`src/inc/prsd_map.vh`:
```
// constants for the clock configuration strap decoder
`ifndef PRSD_MAP_VH
`define PRSD_MAP_VH
// ---------------------------------------------------------------
// register map (byte addresses)
// ---------------------------------------------------------------
`define PRSD_ADDR_STATUS  4'h0
`define PRSD_ADDR_CTRL    4'h4
// status fields: [2:0] mem ratio x2, [6:3] cpu ratio x2, [11:7] readback,
// [12] bypass, [13] clock off, [14] reserved strap, [19:15] strap
`define PRSD_CTRL_RESET   1'h0
// ---------------------------------------------------------------
// ratio codes, multiplier times two
// ---------------------------------------------------------------
`define PRSD_X2_1    3'h2
`define PRSD_X2_1P5  3'h3
`define PRSD_X2_2    3'h4
`define PRSD_X2_2P5  3'h5
`define PRSD_X2_3    3'h6
`define PRSD_C2_2    4'h4
`define PRSD_C2_2P5  4'h5
`define PRSD_C2_3    4'h6
`define PRSD_C2_3P5  4'h7
`define PRSD_C2_4    4'h8
`define PRSD_C2_4P5  4'h9
// ---------------------------------------------------------------
// readback codes per processor multiplier
// ---------------------------------------------------------------
`define PRSD_RB_2    5'h04
`define PRSD_RB_2B   5'h05
`define PRSD_RB_2P5  5'h06
`define PRSD_RB_3    5'h18
`define PRSD_RB_3P5  5'h1e
`define PRSD_RB_4    5'h1a
`define PRSD_RB_4P5  5'h07
`define PRSD_RB_OFF0 5'h0f
`define PRSD_RB_OFF1 5'h1f
`endif

```
`src/core/prsd_strap_decoder.v`:
```
// clock configuration strap decoder with axi4-lite status port
`include "prsd_map.vh"
module prsd_strap_decoder (
  input  wire        clk,
  input  wire        rst,
  input  wire        hard_reset_line_n,
  input  wire [4:0]  pll_strap,
  output reg  [2:0]  mem_ratio_x2_q,
  output reg  [3:0]  cpu_ratio_x2_q,
  output reg  [4:0]  cpu_multiplier_readback_q,
  output reg         bypass_q,
  output reg         clock_off_q,
  output reg         periph_pll_en_q,
  output reg         cpu_clk_en_q,
  output reg         reserved_strap_q,
  input  wire [3:0]  s_axi_awaddr,
  input  wire        s_axi_awvalid,
  output wire        s_axi_awready,
  input  wire [31:0] s_axi_wdata,
  input  wire [3:0]  s_axi_wstrb,
  input  wire        s_axi_wvalid,
  output wire        s_axi_wready,
  output reg  [1:0]  s_axi_bresp,
  output reg         s_axi_bvalid,
  input  wire        s_axi_bready,
  input  wire [3:0]  s_axi_araddr,
  input  wire        s_axi_arvalid,
  output wire        s_axi_arready,
  output reg  [31:0] s_axi_rdata,
  output reg  [1:0]  s_axi_rresp,
  output reg         s_axi_rvalid,
  input  wire        s_axi_rready
);
  // ---------------------------------------------------------------
  // pin synchronisers, one pair of flops per strap bit
  // ---------------------------------------------------------------
  reg [4:0] strap_m_q;
  reg [4:0] strap_s_q;
  reg       hrst_m_q;
  reg       hrst_s_q;
  reg       cpu_gate_q;
  genvar    gi;
  generate
    for (gi = 0; gi < 5; gi = gi + 1) begin : g_strap_sync
      always @(posedge clk) begin
        strap_m_q[gi] <= pll_strap[gi];
        strap_s_q[gi] <= strap_m_q[gi];
      end
    end
  endgenerate

  // hard reset pin goes through the same two-flop chain
  always @(posedge clk) begin
    hrst_m_q <= hard_reset_line_n;
    hrst_s_q <= hrst_m_q;
  end

  // ---------------------------------------------------------------
  // strap decode
  // ---------------------------------------------------------------
  reg [2:0] mem_d;
  reg [3:0] cpu_d;
  reg [4:0] rb_d;
  reg       byp_d;
  reg       off_d;
  reg       rsv_d;
  always @* begin
    mem_d = `PRSD_X2_1;
    cpu_d = `PRSD_C2_2;
    rb_d  = `PRSD_RB_2;
    byp_d = 1'b0;
    off_d = 1'b0;
    rsv_d = 1'b0;
    case (strap_s_q)
      5'h00: begin mem_d = `PRSD_X2_3;   cpu_d = `PRSD_C2_2P5; rb_d = `PRSD_RB_2P5; end
      5'h01: begin mem_d = `PRSD_X2_3;   cpu_d = `PRSD_C2_3;   rb_d = `PRSD_RB_3;   end
      5'h02: begin mem_d = `PRSD_X2_1;   cpu_d = `PRSD_C2_2;   rb_d = `PRSD_RB_2B;  end
      5'h03: begin byp_d = 1'b1;         cpu_d = `PRSD_C2_2;   rb_d = `PRSD_RB_2B;  end
      5'h04: begin mem_d = `PRSD_X2_2;   cpu_d = `PRSD_C2_2;   rb_d = `PRSD_RB_2B;  end
      5'h05: begin byp_d = 1'b1;         cpu_d = `PRSD_C2_2P5; rb_d = `PRSD_RB_2P5; end
      5'h07: begin byp_d = 1'b1;         cpu_d = `PRSD_C2_3;   rb_d = `PRSD_RB_3;   end
      5'h08: begin mem_d = `PRSD_X2_1;   cpu_d = `PRSD_C2_3;   rb_d = `PRSD_RB_3;   end
      5'h0a: begin mem_d = `PRSD_X2_2;   cpu_d = `PRSD_C2_4P5; rb_d = `PRSD_RB_4P5; end
      5'h0c: begin mem_d = `PRSD_X2_2;   cpu_d = `PRSD_C2_2P5; rb_d = `PRSD_RB_2P5; end
      5'h0e: begin mem_d = `PRSD_X2_2;   cpu_d = `PRSD_C2_3;   rb_d = `PRSD_RB_3;   end
      5'h10: begin mem_d = `PRSD_X2_3;   cpu_d = `PRSD_C2_2;   rb_d = `PRSD_RB_2;   end
      5'h12: begin mem_d = `PRSD_X2_1P5; cpu_d = `PRSD_C2_2;   rb_d = `PRSD_RB_2;   end
      5'h14: begin mem_d = `PRSD_X2_2;   cpu_d = `PRSD_C2_3P5; rb_d = `PRSD_RB_3P5; end
      5'h16: begin mem_d = `PRSD_X2_2;   cpu_d = `PRSD_C2_4;   rb_d = `PRSD_RB_4;   end
      5'h18: begin mem_d = `PRSD_X2_2P5; cpu_d = `PRSD_C2_3;   rb_d = `PRSD_RB_3;   end
      5'h1a: begin mem_d = `PRSD_X2_1;   cpu_d = `PRSD_C2_4;   rb_d = `PRSD_RB_4;   end
      5'h1c: begin mem_d = `PRSD_X2_1P5; cpu_d = `PRSD_C2_3;   rb_d = `PRSD_RB_3;   end
      5'h1d: begin mem_d = `PRSD_X2_1P5; cpu_d = `PRSD_C2_2P5; rb_d = `PRSD_RB_2P5; end
      5'h1e: begin off_d = 1'b1;         rb_d = `PRSD_RB_OFF0; end
      5'h1f: begin off_d = 1'b1;         rb_d = `PRSD_RB_OFF1; end
      default: begin rsv_d = 1'b1; end
    endcase
  end

  // ---------------------------------------------------------------
  // capture while hard reset is low, hold afterwards
  // ---------------------------------------------------------------
  always @(posedge clk) begin
    if (rst) begin
      mem_ratio_x2_q            <= `PRSD_X2_1;
      cpu_ratio_x2_q            <= `PRSD_C2_2;
      cpu_multiplier_readback_q <= `PRSD_RB_2;
      bypass_q                  <= 1'b0;
      clock_off_q               <= 1'b1;
      reserved_strap_q          <= 1'b0;
      periph_pll_en_q           <= 1'b0;
    end else begin
      if (!hrst_s_q) begin
        mem_ratio_x2_q            <= byp_d ? `PRSD_X2_1 : mem_d;
        cpu_ratio_x2_q            <= cpu_d;
        cpu_multiplier_readback_q <= rb_d;
        bypass_q                  <= byp_d;
        clock_off_q               <= off_d;
        reserved_strap_q          <= rsv_d;
        periph_pll_en_q           <= ~byp_d & ~off_d & ~rsv_d;
      end
    end
  end

  // ---------------------------------------------------------------
  // processor clock enable
  // ---------------------------------------------------------------
  // runs only out of hard reset, never in clock-off or on a reserved strap;
  // the ctrl bit lets software stop it
  always @(posedge clk) begin
    if (rst) begin
      cpu_clk_en_q <= 1'b0;
    end else begin
      cpu_clk_en_q <= hrst_s_q & ~clock_off_q & ~reserved_strap_q & ~cpu_gate_q;
    end
  end

  // ---------------------------------------------------------------
  // axi4-lite slave
  // ---------------------------------------------------------------
  reg        aw_got_q;
  reg        w_got_q;
  reg [3:0]  awaddr_q;
  reg [31:0] wdata_q;
  reg        wstrb0_q;
  wire       aw_ok = aw_got_q | s_axi_awvalid;
  wire       w_ok  = w_got_q | s_axi_wvalid;
  wire [3:0] wa    = aw_got_q ? awaddr_q : s_axi_awaddr;
  wire [31:0] wd   = w_got_q ? wdata_q : s_axi_wdata;
  wire       ws0   = w_got_q ? wstrb0_q : s_axi_wstrb[0];
  wire       wr_go = aw_ok & w_ok & ~s_axi_bvalid;
  assign s_axi_awready = ~aw_got_q & ~s_axi_bvalid;
  assign s_axi_wready  = ~w_got_q & ~s_axi_bvalid;
  assign s_axi_arready = ~s_axi_rvalid;

  // ---------------------------------------------------------------
  // write channel
  // ---------------------------------------------------------------
  always @(posedge clk) begin
    if (rst) begin
      aw_got_q     <= 1'b0;
      w_got_q      <= 1'b0;
      awaddr_q     <= 4'h0;
      wdata_q      <= 32'h0;
      wstrb0_q     <= 1'b0;
      s_axi_bvalid <= 1'b0;
      s_axi_bresp  <= 2'h0;
      cpu_gate_q   <= `PRSD_CTRL_RESET;
    end else begin
      if (s_axi_awvalid & s_axi_awready & ~wr_go) begin
        aw_got_q <= 1'b1;
        awaddr_q <= s_axi_awaddr;
      end
      if (s_axi_wvalid & s_axi_wready & ~wr_go) begin
        w_got_q  <= 1'b1;
        wdata_q  <= s_axi_wdata;
        wstrb0_q <= s_axi_wstrb[0];
      end
      if (wr_go) begin
        aw_got_q     <= 1'b0;
        w_got_q      <= 1'b0;
        s_axi_bvalid <= 1'b1;
        if (wa == `PRSD_ADDR_CTRL) begin
          s_axi_bresp <= 2'h0;
          if (ws0)
            cpu_gate_q <= wd[0];
        end else if (wa == `PRSD_ADDR_STATUS) begin
          s_axi_bresp <= 2'h0;
        end else begin
          s_axi_bresp <= 2'h2;
        end
      end else if (s_axi_bvalid & s_axi_bready) begin
        s_axi_bvalid <= 1'b0;
      end
    end
  end

  // ---------------------------------------------------------------
  // read channel
  // ---------------------------------------------------------------
  // status fields packed once so the read mux stays a plain select
  wire [31:0] status_word = {12'h0, strap_s_q, reserved_strap_q, clock_off_q,
                             bypass_q, cpu_multiplier_readback_q,
                             cpu_ratio_x2_q, mem_ratio_x2_q};
  wire [31:0] ctrl_word   = {31'h0, cpu_gate_q};

  always @(posedge clk) begin
    if (rst) begin
      s_axi_rvalid <= 1'b0;
      s_axi_rdata  <= 32'h0;
      s_axi_rresp  <= 2'h0;
    end else if (s_axi_arvalid & s_axi_arready) begin
      s_axi_rvalid <= 1'b1;
      s_axi_rresp  <= 2'h0;
      case (s_axi_araddr)
        `PRSD_ADDR_STATUS: s_axi_rdata <= status_word;
        `PRSD_ADDR_CTRL: s_axi_rdata <= ctrl_word;
        default: begin
          s_axi_rdata <= 32'h0;
          s_axi_rresp <= 2'h2;
        end
      endcase
    end else if (s_axi_rvalid & s_axi_rready) begin
      s_axi_rvalid <= 1'b0;
    end
  end
endmodule

```
`config.mk`:
```
export PLATFORM = sky130hd
export DESIGN_NAME = prsd_strap_decoder
export DESIGN_NICKNAME = d
export VERILOG_FILES = /design/src/core/prsd_strap_decoder.v
export VERILOG_INCLUDE_DIRS = /design/src /design/src/inc
export SDC_FILE = /design/constraint.sdc
export NUM_CORES = 1
export LEC_CHECK = 0
export ABC_CLOCK_PERIOD_IN_PS = 1690
export BUFFER_PORTS_ARGS = -buffer_cell sky130_fd_sc_hd__buf_2
export CAP_MARGIN = 20
export CORE_MARGIN = 2
export CORE_UTILIZATION = 40
export CTS_CLUSTER_DIAMETER = 100
export DETAILED_ROUTE_END_ITERATION = 8
export PLACE_DENSITY = 0.66
export SLEW_MARGIN = 10
export SYNTH_ARGS = -nofsm -noshare
export SYNTH_HDL_FRONTEND = slang
export SYNTH_SLANG_ARGS = --single-unit
```
`constraint.sdc`:
```
create_clock -name clk -period 1.69 [get_ports clk]
set_input_delay 0.0845 -clock clk [delete_from_list [all_inputs] [get_ports clk]]
set_output_delay 0.0845 -clock clk [all_outputs]
set_load 0.03 [all_outputs]
```
==> results_dict.tcl <==
set metrics [dict create \
    critical_path_class "reg2reg" \
    num_vias 2369 \
    synth_compound_area_share_pct 20.16 \
    worstPathRequired_ns 1.92 \
    drtIter0Drc 80 \
    worst-endpoint-arrival_ns 1.76 \
    synthTopCellsByCount "dfxtp_1, buf_4, nor2_1, a21oi_1, nand2_1" \
    ant_nets 0 \
    design_area_sq_um 3527 \
    vias_per_cell 4.956 \
    crit_buf_inv 0 \
    path_delay_family "compound AO/OA/AOI/OAI gates" \
    grt_setup_unrepaired "no" \
    end_kind "register" \
    synth.area.mux_share_pct 5.378 \
    synthAdderAreaFrac_pct 0 \
    io_pins 115 \
    grt_pass1_vias 2155 \
    pre_cts_ws_ns 0.04001 \
    p_sw_uw 934.5 \
    initial_core_util_pct 41.66 \
    maxSlewViolCount 0 \
    synth_top_family_by_area "compound AO/OA/AOI/OAI gates" \
    fp.dieW_microns 88.58 \
    synth-main-ff-cell "dfxtp_1" \
    synth-simple-area-share_pct 16.44 \
    cts.path.max_buffers 2 \
    ys_ff_latch 62 \
    fin_ws_ns 0.1635 \
    syn_inst 306 \
    drt_pre_antenna_iters 5 \
    clk_latency_ns 0.34 \
    drv_cap 0 \
    start_kind "register" \
    max_stage_delay_ns 0.52 \
    yosysWarnings 0 \
    nets 435 \
    status "complete, no violations" \
    drcViolationCount 0 \
    cts_made_buffers 9 \
    p_leak_nw 1.536 \
    hold-worst-slack_ns 0.007079 \
    synth_cell_types 54 \
    fmax_mhz 655.1 \
    wl_per_cell_microns 13.34 \
    p_per_area_nw_per_um2 1009 \
    async_reset_ff_share_pct 0 \
    synth_top_area_share_pct 43.38 \
    seqPwrFrac_pct 44.5 \
    skew_ns 0.007119 \
    synth.most_common_cell "dfxtp_1" \
    antenna_found_initial 0 \
    clk_pin_slew_ns 0.07 \
    htreeDepth 3 \
    area_growth_pct 23.26 \
    coreArea_sq_um 6869 \
    fillCellCount 669 \
    gp_congestion 0.8609 \
    dpl_cell_area_sq_um 3172 \
    io_buffers 66 \
    die_area_sq_um 7846 \
    synth_edf_count 0 \
    postCtsSetupBuffers 0 \
    min_path_type "in2reg" \
    dp_hpwl_mm 4.588 \
    crit_slowest_cell "dfxtp_1" \
    p_comb_share_pct 14.8 \
    root_buffer "clkbuf_8" \
    grt-ovfl-total 0 \
    peakVddDrop_mv 0.4483 \
    utilization_pct 51.35 \
    finalHoldViolations 0 \
    switching_share_pct 26.26 \
    cts_tree "done" \
    grt_start_max_net_pins 21 \
    finalNonFillerCells 478 \
    drive_above_1_share_pct 34.55 \
    power.total_mw 3.559 \
    internal_power_mw 2.624 \
    yosys.area.top_type "dfxtp_1" \
    grt_first_pass_wirelength_mm 10.23 \
    wirelength_mm 6.376 \
    grtUsageTotal_pct 17.06 \
    min_period_ns 1.527 \
    diodes 0 \
    synth_xor_area_share_pct 1.224 \
    tns_ns 0 \
    clockPowerShare_pct 40.8 \
    place_inst 450 \
    path_max_fanout 9 \
    fp-row-count 30 \
    synth_area_leaders "dfxtp_1, buf_4, a22oi_2, mux2i_1, nor2_1" \
    clock-sinks 62 \
    syn_area_sq_um 2861 \
    avgSynthCellArea_sq_um 9.351 \
    final.period_utilization_pct 90.33 \
    die_h_microns 88.58 \
    finalSetupViolCount 0 \
    ys_seq_area_share_pct 43.38 \
    crit_chain "nand2b_1 > nor2_1 > a221o_1 > o221a_2" \
]
## state kept, by name, summed over array words and instances, names as in the netlist, 3 cells and up
name                       flops
status_word                    5
cpu_multiplier_readback_q      5
s_axi_rdata                   20
mem_ratio_x2_q                 3
awaddr_q                       4
cpu_ratio_x2_q                 4
strap_m_q                      5
## metal layers
layer,vias to the layer above,wire length [microns],track usage [%]
met5,-,0,0
met4,0,137,8.815
met3,14,340,4.384
met2,70,2937,26.04
met1,1107,2961,22.27
li1,1178,-,-
## placed cells by master (no fill, tap or decap), types with 3 or more instances in the layout
cell and n:
buf_2 66, dfxtp_1 61, nor2_1 31, buf_4 17, conb_1 14, a21oi_1 13, nand2_1 13, dlygate4sd3_1 13
mux2i_1 12, nor2_2 11, a22oi_1 11, clkbuf_8 11, inv_1 10, nor3_1 10, a22oi_2 10, nand2b_1 7
a221oi_1 5, o21ai_0 5, nor2b_1 4, nand3_1 4, a21o_1 3, xnor2_1 3, nor4_1 3, o22ai_1 3
mux2_2 3
## final cells by class
type                    count  area, sq um  area share (%)
clock inverters             3        67.56           1.916
clock buffers              12        155.1           4.399
inverters                  11        41.29           1.171
repair buffers             97        608.1           17.24
well taps                  96        120.1           3.405
multi-input cells         197         1292           36.64
flip-flops and latches     62         1242           35.23
## power by group through the flow
stage | clock network (mW) | registers, mW | logic [mW]
after floorplan | 0 | 1.62 | 0.396
after global placement | 0 | 1.61 | 0.497
after detailed placement | 0 | 1.61 | 0.502
after CTS | 1.50 | 1.58 | 0.526
after global routing | 1.54 | 1.59 | 0.571
final | 1.45 | 1.58 | 0.525
## cells by family after synthesis
kind of cell,count (synthesis)
multiplexers,15
other,1
AO/OA/AOI/OAI,72
flip-flops,62
XOR/XNOR,4
AND/OR/NAND/NOR,92
buffers and inverters,60
## tightest hold or removal path: stages
cell and delay, ns:
buf_2 0.09, mux2i_1 0.06, nor2_1 0.08
## path summary, 6_finish.rpt
path	from	end	slack (ns)	cells after the start
setup / recovery	status_word[15]	cpu_ratio_x2_q[0]	0.16	4
hold reg to reg	strap_m_q[2]	status_word[17]	0.32	0
setup reg to reg	status_word[15]	cpu_ratio_x2_q[0]	0.16	4
hold / removal	s_axi_wdata[0]	wdata_q[0]	0.007	3
## what timing repair did
item	in CTS	in global routing
gates resized for setup	0	2
endpoints found under the setup margin	0	3
hold buffers	13	0
hold endpoints to repair	13	0
No activity file was read; power rests on OpenSTA's default activity.
